File: config.mk
export PLATFORM = sky130hd
export DESIGN_NAME = sse_exec
export DESIGN_NICKNAME = d
export VERILOG_FILES = /design/src/sse_pkg.sv /design/src/sse_alu.sv /design/src/sse_exec.sv
export VERILOG_INCLUDE_DIRS = /design/src
export SDC_FILE = /design/constraint.sdc
export NUM_CORES = 2
export LEC_CHECK = 0
export BUFFER_PORTS_ARGS = -buffer_cell sky130_fd_sc_hd__buf_2
export CORE_MARGIN = 2
export CORE_UTILIZATION = 40
export CTS_CLUSTER_DIAMETER = 120
export DETAILED_ROUTE_END_ITERATION = 8
export REMOVE_ABC_BUFFERS = 1
export SETUP_SLACK_MARGIN = 0.5
export SLEW_MARGIN = 25
export SYNTH_ARGS = -nofsm -noshare
export SYNTH_HDL_FRONTEND = slang
export SYNTH_SLANG_ARGS = --single-unit
File: constraint.sdc
create_clock -name ref_clk -period 26.8 [get_ports ref_clk]
set_clock_uncertainty 0.1 [all_clocks]
set_input_delay 5.36 -clock ref_clk [delete_from_list [all_inputs] [get_ports ref_clk]]
set_output_delay 5.36 -clock ref_clk [all_outputs]
set_load 0.02 [all_outputs]
File: src/sse_defines.svh
// offsets, field positions, reset values and codes of the subtract/swap/sleep datapath
`ifndef SSE_DEFINES_SVH
`define SSE_DEFINES_SVH

// register byte offsets
`define SSE_OFF_CMD 8'h00
`define SSE_OFF_ACC 8'h04
`define SSE_OFF_STATUS 8'h08
`define SSE_OFF_FADDR 8'h0C
`define SSE_OFF_FDATA 8'h10
`define SSE_OFF_LAST 8'h14

// command word fields
`define SSE_CMD_LIT_LSB 0
`define SSE_CMD_FADDR_LSB 8
`define SSE_CMD_DEST_BIT 15
`define SSE_CMD_OP_LSB 16
`define SSE_CMD_MASK 32'h0007FFFF

// operation codes
`define SSE_OP_NONE 3'h0
`define SSE_OP_LIT 3'h1
`define SSE_OP_FILE 3'h2
`define SSE_OP_BORROW 3'h3
`define SSE_OP_SWAP 3'h4
`define SSE_OP_SLEEP 3'h5

// status register bits
`define SSE_ST_C 0
`define SSE_ST_DC 1
`define SSE_ST_Z 2
`define SSE_ST_PD 3
`define SSE_ST_TO 4
`define SSE_ST_SLEEP 5

// reset values
`define SSE_ACC_RST 8'h00
`define SSE_FADDR_RST 7'h00
`define SSE_CMD_RST 32'h00000000

// bus answers
`define SSE_RESP_OKAY 2'h0
`define SSE_RESP_SLVERR 2'h2

`endif

File: src/sse_pkg.sv
// types shared by the subtract/swap/sleep datapath
package sse_pkg;

  // operation selector
  typedef logic [2:0] sse_op_t;

  // core power state
  typedef enum {SSE_RUN, SSE_SLEEP} sse_pwr_t;

  // decoded register index
  typedef enum {SSE_REG_CMD, SSE_REG_ACC, SSE_REG_STATUS, SSE_REG_FADDR,
                SSE_REG_FDATA, SSE_REG_LAST, SSE_REG_NONE} sse_reg_t;

endpackage

File: src/sse_alu.sv
// combinational subtract and nibble-exchange unit
`timescale 1ns/10ps
`include "sse_defines.svh"

module sse_alu
  import sse_pkg::*;
(
  // operation and operands
  input wire sse_op_t op,
  input wire logic [7:0] file_val,
  input wire logic [7:0] acc_val,
  input wire logic [7:0] lit_val,
  input wire logic carry_in,
  // result and flags
  output logic [7:0] result,
  output logic result_valid,
  output logic flags_we,
  output logic carry_out,
  output logic dc_out,
  output logic zero_out
);

  logic [7:0] minuend;
  logic cin;
  logic [8:0] sum9;
  logic [4:0] sum5;

  // minuend plus inverted accumulator plus carry-in is a two's complement subtract
  always_comb begin
    minuend = (op == `SSE_OP_LIT) ? lit_val : file_val;
    cin = (op == `SSE_OP_BORROW) ? carry_in : 1'b1;
    sum9 = {1'b0, minuend} + {1'b0, ~acc_val} + {8'h00, cin};
    sum5 = {1'b0, minuend[3:0]} + {1'b0, ~acc_val[3:0]} + {4'h0, cin};
    result = 8'h00;
    result_valid = 1'b0;
    flags_we = 1'b0;
    carry_out = 1'b0;
    dc_out = 1'b0;
    zero_out = 1'b0;
    case (op)
      `SSE_OP_LIT, `SSE_OP_FILE, `SSE_OP_BORROW: begin
        result = sum9[7:0];
        result_valid = 1'b1;
        flags_we = 1'b1;
        carry_out = sum9[8];
        dc_out = sum5[4];
        zero_out = (sum9[7:0] == 8'h00);
      end
      `SSE_OP_SWAP: begin
        result = {file_val[3:0], file_val[7:4]};
        result_valid = 1'b1;
      end
      default: begin
        result = 8'h00;
      end
    endcase
  end

endmodule

File: src/sse_exec.sv
// execution datapath for subtract, nibble exchange and sleep, with AXI4-Lite registers
//
// Summary of operation
// - literal minus accumulator, result to accumulator
// - literal subtract: borrow and nibble borrow flags
// - file subtract: borrow and nibble borrow flags
// - file minus accumulator, destination bit selects
// - file minus accumulator minus inverted carry
// - swap file nibbles, flags untouched
// - sleep clears the power-down flag
// - sleep sets the time-out flag
// - sleep clears watchdog counter and prescaler
// - sleep halts the oscillator
`timescale 1ns/10ps
`include "sse_defines.svh"

module sse_exec
  import sse_pkg::*;
(
  // clock and reset
  input wire logic ref_clk,
  input wire logic reset,
  // AXI4-Lite write address
  input wire logic [7:0] s_axi_awaddr,
  input wire logic s_axi_awvalid,
  output logic s_axi_awready,
  // AXI4-Lite write data
  input wire logic [31:0] s_axi_wdata,
  input wire logic [3:0] s_axi_wstrb,
  input wire logic s_axi_wvalid,
  output logic s_axi_wready,
  // AXI4-Lite write response
  output logic [1:0] s_axi_bresp,
  output logic s_axi_bvalid,
  input wire logic s_axi_bready,
  // AXI4-Lite read address
  input wire logic [7:0] s_axi_araddr,
  input wire logic s_axi_arvalid,
  output logic s_axi_arready,
  // AXI4-Lite read data
  output logic [31:0] s_axi_rdata,
  output logic [1:0] s_axi_rresp,
  output logic s_axi_rvalid,
  input wire logic s_axi_rready,
  // power and watchdog side
  input wire logic wake_event,
  input wire logic watchdog_timeout,
  output logic osc_halt,
  output logic watchdog_clear,
  output logic prescaler_clear
);

  ////////////////////////////////////////////////////////////////////////////
  // helpers

  // map a byte address to a register; misaligned or unknown gives none
  function automatic sse_reg_t reg_decode(input logic [7:0] a);
    sse_reg_t r;
    r = SSE_REG_NONE;
    case (a)
      `SSE_OFF_CMD: r = SSE_REG_CMD;
      `SSE_OFF_ACC: r = SSE_REG_ACC;
      `SSE_OFF_STATUS: r = SSE_REG_STATUS;
      `SSE_OFF_FADDR: r = SSE_REG_FADDR;
      `SSE_OFF_FDATA: r = SSE_REG_FDATA;
      `SSE_OFF_LAST: r = SSE_REG_LAST;
      default: r = SSE_REG_NONE;
    endcase
    return r;
  endfunction

  // merge write data into an old word under byte strobes
  function automatic logic [31:0] wmerge(input logic [31:0] old, input logic [31:0] d,
                                         input logic [3:0] s);
    logic [31:0] m;
    m = old;
    for (int i = 0; i < 4; i++) begin
      if (s[i]) begin
        m[i*8 +: 8] = d[i*8 +: 8];
      end
    end
    return m;
  endfunction

  ////////////////////////////////////////////////////////////////////////////
  // state

  logic [7:0] file_mem [0:127];
  logic [7:0] acc;
  logic carry_flag;
  logic digit_carry_flag;
  logic zero_flag;
  logic timeout_flag_n;
  logic powerdown_flag_n;
  sse_pwr_t pwr;
  logic [31:0] cmd_q;
  logic [6:0] faddr_ptr;
  logic [7:0] last_result;
  sse_op_t last_op;

  // bus holding registers
  logic aw_held;
  logic [7:0] aw_addr_q;
  logic w_held;
  logic [31:0] w_data_q;
  logic [3:0] w_strb_q;

  ////////////////////////////////////////////////////////////////////////////
  // write channel

  logic commit;
  sse_reg_t wr_idx;
  logic [31:0] next_cmd;
  logic [31:0] status_word;

  assign s_axi_awready = !aw_held;
  assign s_axi_wready = !w_held;
  assign commit = aw_held && w_held && !s_axi_bvalid;
  assign wr_idx = reg_decode(aw_addr_q);

  // capture address and data independently, in either order
  always_ff @(posedge ref_clk) begin
    if (reset) begin
      aw_held <= 1'b0;
      aw_addr_q <= 8'h00;
    end else if (s_axi_awvalid && s_axi_awready) begin
      aw_held <= 1'b1;
      aw_addr_q <= s_axi_awaddr;
    end else if (commit) begin
      aw_held <= 1'b0;
    end
  end

  // write data holding
  always_ff @(posedge ref_clk) begin
    if (reset) begin
      w_held <= 1'b0;
      w_data_q <= 32'h00000000;
      w_strb_q <= 4'h0;
    end else if (s_axi_wvalid && s_axi_wready) begin
      w_held <= 1'b1;
      w_data_q <= s_axi_wdata;
      w_strb_q <= s_axi_wstrb;
    end else if (commit) begin
      w_held <= 1'b0;
    end
  end

  // write response one cycle after both halves are held
  always_ff @(posedge ref_clk) begin
    if (reset) begin
      s_axi_bvalid <= 1'b0;
      s_axi_bresp <= `SSE_RESP_OKAY;
    end else if (commit) begin
      s_axi_bvalid <= 1'b1;
      s_axi_bresp <= (wr_idx == SSE_REG_NONE) ? `SSE_RESP_SLVERR : `SSE_RESP_OKAY;
    end else if (s_axi_bready) begin
      s_axi_bvalid <= 1'b0;
    end
  end

  ////////////////////////////////////////////////////////////////////////////
  // command decode and execution

  logic exec_go;
  sse_op_t cmd_op;
  logic [6:0] cmd_faddr;
  logic cmd_dest;
  logic [7:0] cmd_lit;
  logic sleep_go;
  logic [7:0] alu_result;
  logic alu_valid;
  logic alu_flags_we;
  logic alu_carry;
  logic alu_dc;
  logic alu_zero;

  // a command write runs the operation in the commit cycle; ignored while asleep
  assign next_cmd = wmerge(cmd_q, w_data_q, w_strb_q) & `SSE_CMD_MASK;
  assign exec_go = commit && (wr_idx == SSE_REG_CMD) && (w_strb_q != 4'h0) && (pwr == SSE_RUN);
  assign cmd_op = next_cmd[`SSE_CMD_OP_LSB +: 3];
  assign cmd_faddr = next_cmd[`SSE_CMD_FADDR_LSB +: 7];
  assign cmd_dest = next_cmd[`SSE_CMD_DEST_BIT];
  assign cmd_lit = next_cmd[`SSE_CMD_LIT_LSB +: 8];
  assign sleep_go = exec_go && (cmd_op == `SSE_OP_SLEEP);

  sse_alu u_alu (
    .op(cmd_op),
    .file_val(file_mem[cmd_faddr]),
    .acc_val(acc),
    .lit_val(cmd_lit),
    .carry_in(carry_flag),
    .result(alu_result),
    .result_valid(alu_valid),
    .flags_we(alu_flags_we),
    .carry_out(alu_carry),
    .dc_out(alu_dc),
    .zero_out(alu_zero)
  );

  // stored command word
  always_ff @(posedge ref_clk) begin
    if (reset) begin
      cmd_q <= `SSE_CMD_RST;
    end else if (commit && wr_idx == SSE_REG_CMD) begin
      cmd_q <= next_cmd;
    end
  end

  // accumulator: literal subtract always lands here, others when destination is 0
  always_ff @(posedge ref_clk) begin
    if (reset) begin
      acc <= `SSE_ACC_RST;
    end else if (exec_go && alu_valid && (cmd_op == `SSE_OP_LIT || !cmd_dest)) begin
      acc <= alu_result;
    end else if (commit && wr_idx == SSE_REG_ACC && w_strb_q[0]) begin
      acc <= w_data_q[7:0];
    end
  end

  // file registers: result written back when destination is 1
  always_ff @(posedge ref_clk) begin
    if (exec_go && alu_valid && cmd_op != `SSE_OP_LIT && cmd_dest) begin
      file_mem[cmd_faddr] <= alu_result;
    end else if (commit && wr_idx == SSE_REG_FDATA && w_strb_q[0]) begin
      file_mem[faddr_ptr] <= w_data_q[7:0];
    end
  end

  // software pointer into the file registers
  always_ff @(posedge ref_clk) begin
    if (reset) begin
      faddr_ptr <= `SSE_FADDR_RST;
    end else if (commit && wr_idx == SSE_REG_FADDR && w_strb_q[0]) begin
      faddr_ptr <= w_data_q[6:0];
    end
  end

  // arithmetic flags; swap and sleep leave them alone
  always_ff @(posedge ref_clk) begin
    if (reset) begin
      carry_flag <= 1'b0;
      digit_carry_flag <= 1'b0;
      zero_flag <= 1'b0;
    end else if (exec_go && alu_flags_we) begin
      carry_flag <= alu_carry;
      digit_carry_flag <= alu_dc;
      zero_flag <= alu_zero;
    end else if (commit && wr_idx == SSE_REG_STATUS && w_strb_q[0]) begin
      carry_flag <= w_data_q[`SSE_ST_C];
      digit_carry_flag <= w_data_q[`SSE_ST_DC];
      zero_flag <= w_data_q[`SSE_ST_Z];
    end
  end

  // power status flags, both high after reset; a watchdog time-out wins over sleep
  always_ff @(posedge ref_clk) begin
    if (reset) begin
      timeout_flag_n <= 1'b1;
      powerdown_flag_n <= 1'b1;
    end else begin
      if (watchdog_timeout) begin
        timeout_flag_n <= 1'b0;
      end else if (sleep_go) begin
        timeout_flag_n <= 1'b1;
      end
      if (sleep_go) begin
        powerdown_flag_n <= 1'b0;
      end
    end
  end

  // sleep state and oscillator halt, left by a wake event
  always_ff @(posedge ref_clk) begin
    if (reset) begin
      pwr <= SSE_RUN;
      osc_halt <= 1'b0;
    end else begin
      case (pwr)
        SSE_RUN: begin
          if (sleep_go) begin
            pwr <= SSE_SLEEP;
            osc_halt <= 1'b1;
          end
        end
        SSE_SLEEP: begin
          if (wake_event) begin
            pwr <= SSE_RUN;
            osc_halt <= 1'b0;
          end
        end
        default: begin
          pwr <= SSE_RUN;
          osc_halt <= 1'b0;
        end
      endcase
    end
  end

  // one-cycle clear pulses for the watchdog counter and its prescaler
  always_ff @(posedge ref_clk) begin
    if (reset) begin
      watchdog_clear <= 1'b0;
      prescaler_clear <= 1'b0;
    end else begin
      watchdog_clear <= sleep_go;
      prescaler_clear <= sleep_go;
    end
  end

  // last executed operation and its result
  always_ff @(posedge ref_clk) begin
    if (reset) begin
      last_result <= 8'h00;
      last_op <= `SSE_OP_NONE;
    end else if (exec_go) begin
      last_result <= alu_result;
      last_op <= cmd_op;
    end
  end

  ////////////////////////////////////////////////////////////////////////////
  // read channel

  sse_reg_t rd_idx;

  assign s_axi_arready = !s_axi_rvalid;
  assign rd_idx = reg_decode(s_axi_araddr);

  // status word as software sees it
  always_comb begin
    status_word = 32'h00000000;
    status_word[`SSE_ST_C] = carry_flag;
    status_word[`SSE_ST_DC] = digit_carry_flag;
    status_word[`SSE_ST_Z] = zero_flag;
    status_word[`SSE_ST_PD] = powerdown_flag_n;
    status_word[`SSE_ST_TO] = timeout_flag_n;
    status_word[`SSE_ST_SLEEP] = (pwr == SSE_SLEEP);
  end

  // read data registered one cycle after the address is taken
  always_ff @(posedge ref_clk) begin
    if (reset) begin
      s_axi_rvalid <= 1'b0;
      s_axi_rdata <= 32'h00000000;
      s_axi_rresp <= `SSE_RESP_OKAY;
    end else if (s_axi_arvalid && s_axi_arready) begin
      s_axi_rvalid <= 1'b1;
      s_axi_rresp <= `SSE_RESP_OKAY;
      case (rd_idx)
        SSE_REG_CMD: s_axi_rdata <= cmd_q;
        SSE_REG_ACC: s_axi_rdata <= {24'h000000, acc};
        SSE_REG_STATUS: s_axi_rdata <= status_word;
        SSE_REG_FADDR: s_axi_rdata <= {25'h0000000, faddr_ptr};
        SSE_REG_FDATA: s_axi_rdata <= {24'h000000, file_mem[faddr_ptr]};
        SSE_REG_LAST: s_axi_rdata <= {13'h0000, last_op, 8'h00, last_result};
        default: begin
          s_axi_rdata <= 32'h00000000;
          s_axi_rresp <= `SSE_RESP_SLVERR;
        end
      endcase
    end else if (s_axi_rready) begin
      s_axi_rvalid <= 1'b0;
    end
  end

endmodule

==> out/metrics.cfg <==
[run_status]
status = complete, no violations

[critical_path]
end_kind = flop
worstSetupStartpointType = flop
rr_endpoint = file_mem[6][7]
cp.required_ns = 27.10
crit_fanout = 80
rrSetupSlack_ns = 17.83
reg2reg_depth = 23
worstSetupPathType = flop to flop
cp.arrival_ns = 9.26
r2r-start = w_strb_q[1]

[finish]
area_growth_pct = 10.8
instances_no_fill = 6943
nFillCells = 12977
final_core_util = 0.446
nets = 4993
drive_gt1_frac = 0.156
final_area_sq_um = 64800

[routing]
ant_nets = 0
drtIter0Drc = 6647
viasPerCell = 6.52
dr.pass1.iters = 9
postRouteWirelength_um = 198000
routedWlPerCell_um = 28.6
dr_total_vias = 45247
drc = 0

[die]
die_h_um = 386
num_rows = 140
die_x_um = 386
dieArea_sq_um = 149000
io_pins = 105
core_area_sq_um = 145000
initial_core_util = 0.402

[cts]
clk_latency_ns = 0.77
cts_buffers = 118
cts_setup_buffers = 0
clock_sinks = 1139
tritoncts = built
cts-resized-gates = 0
cts_root_buf = clkbuf_16
cts.reportedPaths.clkPinSlew_ns = 0.07
clk_path_buf_depth = 3
hold_buffers = 0
htreeDepth = 3

[placed_design]
placed_area_sq_um = 60700
routabilityCongestion = 0.895
place.detailed.hpwl_um = 117000
dp_cells = 6718
io_buffer_count = 76

[yosys]
yosysUniqueCellTypes = 55
synth_edf_count = 1024
synth.yosys.seq_area_share = 0.565
synthFlopType = edfxtp_1
synth_cells = 5056
netlist.area_leader.share = 0.526
synthTopCellsByArea = edfxtp_1 53%, mux4_2 13%, nor2_1 7.9%
yosys.area.top_type = edfxtp_1
ys_ff_latch = 1139
synthArstFlopShare = 0
syn_area_per_cell_sq_um = 11.6
yosysWarnings = 0
syn_area_sq_um = 58500

[timing]
setup_tns_ns = 0
finalHoldViolCount = 0
drv_slew = 0
tightest_slew_ns = 1.13
fin_crit_sh = 0.335
slew_headroom = 0.241
finalSetupViolations = 0
period_minus_slack_ns = 8.97
fmax_mhz = 112
rsz0062_at_grt = false

[global_route]
track_usage = 0.258
grt_overflow = 0
grt_max_degree = 154
grt_pass1_vias = 41833
grt_pass1_wl_um = 289000
antenna_found_initial = 7

[flow_run]
max_cap_violations = 0

[pwr]
power_density_nw_per_um2 = 58.9
p_sw_frac = 0.226
p_comb_frac = 0.047
p_leak_nw = 20.4
clkPwrFrac = 0.446
ir_drop_uv = 49.9
finalPower_mw = 3.82
p_seq_frac = 0.507
p_sw_mw = 0.861
internal-power_mw = 2.95

[hold_path]
min_path_type = flop to flop
min_to = s_axi_rdata[8]
hold_depth = 2
worstHoldStart = s_axi_rdata[8]

==> cell usage in the layout, fill, tap and decap left out, types with 15 or more instances in the layout <==
master,netlist,final
a211oi_1,21,21
clkbuf_16,0,129
a221oi_1,135,135
clkinv_2,0,24
a22oi_1,88,87
a21oi_1,94,94
buf_4,16,93
inv_1,21,22
buf_2,29,75
nand3_1,132,132
conb_1,1,15
nor2b_1,18,17
mux2i_1,32,31
a41oi_1,47,47
dfxtp_1,115,109
clkinv_1,0,19
mux4_2,336,336
nand2_1,262,261
a31oi_1,53,45
clkbuf_1,351,18
nor2_2,0,27
o22ai_1,512,512
edfxtp_1,1024,1024
o21ai_0,309,308
nor2_1,1228,1201
==> sequential cells by signal, summed over array words and instances, names as in the netlist, 3 cells and up, named ones only <==
register	flops
last_op	3
cmd_q	19
last_result	8
s_axi_rdata	19
w_strb_q	4
acc	8
file_mem	1024
aw_addr_q	8
w_data_q	19
faddr_ptr	7
==> worst max-delay path: stages (launching register included) <==
cell	delay (ns)
dfxtp_1	0.31
buf_4	0.33
nand2b_4	0.57
buf_4	0.77
buf_4	0.66
buf_4	0.63
o22ai_1	0.21
a221oi_1	0.27
nand2_1	0.17
a41oi_1	0.57
nor4_1	0.25
nand2_1	0.13
a31oi_1	0.13
ha_1	0.34
nor2b_1	0.13
o21ai_1	0.17
a21oi_1	0.11
o21a_1	0.19
o211a_1	0.22
o21ai_0	0.24
nand3_1	0.26
a31oi_4	0.24
buf_4	0.48
buf_4	0.77
==> area by class of cell <==
class,instances,area (sq um),share of cell area
antenna,3,7.51,0.000116
clock buffer,150,3340,0.0515
clock inverter,71,633,0.00977
inverter,22,82.6,0.00127
multi-input combinational,3461,23900,0.370
sequential,1139,33100,0.510
tap,1917,2400,0.0370
timing repair buffer,180,1310,0.0203
==> synthesized netlist by cell type (10+ instances only) <==
library cell  number
a211oi_1          21
a21o_1            11
a21oi_1           94
a221oi_1         135
a22oi_1           88
a31oi_1           53
a41oi_1           47
buf_1             52
buf_2             29
buf_4             16
clkbuf_1         351
dfxtp_1          115
edfxtp_1        1024
inv_1             21
mux2_2            14
mux2i_1           32
mux4_2           336
nand2_1          262
nand2b_1          12
nand3_1          132
nor2_1          1228
nor2b_1           18
nor3_1            10
nor4_1            17
o21ai_0          309
o21ai_1           12
o21bai_1          10
o22ai_1          512
or2_1             10
or2_2             12
==> per-stage QoR <==
stage	hold slack (ns)	setup slack, ns
after floorplan	0.326	-13.80
after global placement	0.341	18.23
after detailed placement	0.344	18.14
after CTS	0.352	18.11
after global routing	0.365	17.56
final	0.350	17.83
==> power by group through the flow <==
stage | combinational, mW | clock (mW) | sequential (mW)
2_1_floorplan | 0.116 | 0 | 1.98
3_3_place_gp | 0.173 | 0 | 1.97
3_5_place_dp | 0.175 | 0 | 1.97
4_1_cts | 0.176 | 1.71 | 1.93
5_1_grt | 0.192 | 1.78 | 1.93
6_report | 0.180 | 1.70 | 1.93
==> cell families after synthesis <==
group                    after synthesis  synth area share
flip-flops                          1139             0.565
AND/OR/NAND/NOR                     1728             0.118
other                                  1         0.0000641
adder cells (fa/ha/maj)               10           0.00240
buffers and inverters                470            0.0318
multiplexers                         382             0.138
AO/OA/AOI/OAI                       1322             0.144
XOR/XNOR                               4          0.000599
==> layer usage <==
| metal | global-route usage | vias to the layer above | share of wire |
|---|---|---|---|
| met2 | 0.385 | 3197 | 0.44 |
| met5 | 0 | - | 0.000066 |
| met4 | 0.105 | 2 | 0.040 |
| li1 | - | 19307 | - |
| met1 | 0.370 | 22342 | 0.39 |
| met3 | 0.0494 | 399 | 0.13 |
==> worst max-delay path by stage <==
stage | startpoint | endpoint | slack, ns
global placement | w_strb_q[1] | file_mem[61][7] | 18.23
floorplan | w_data_q[8] | file_mem[0][4] | -13.80
finish | w_strb_q[1] | file_mem[6][7] | 17.83
detailed placement | w_strb_q[1] | file_mem[61][7] | 18.14
global route | w_strb_q[1] | file_mem[5][7] | 17.56
CTS | w_strb_q[1] | file_mem[29][7] | 18.11
Note: power is estimated with default switching activity, not from simulation.
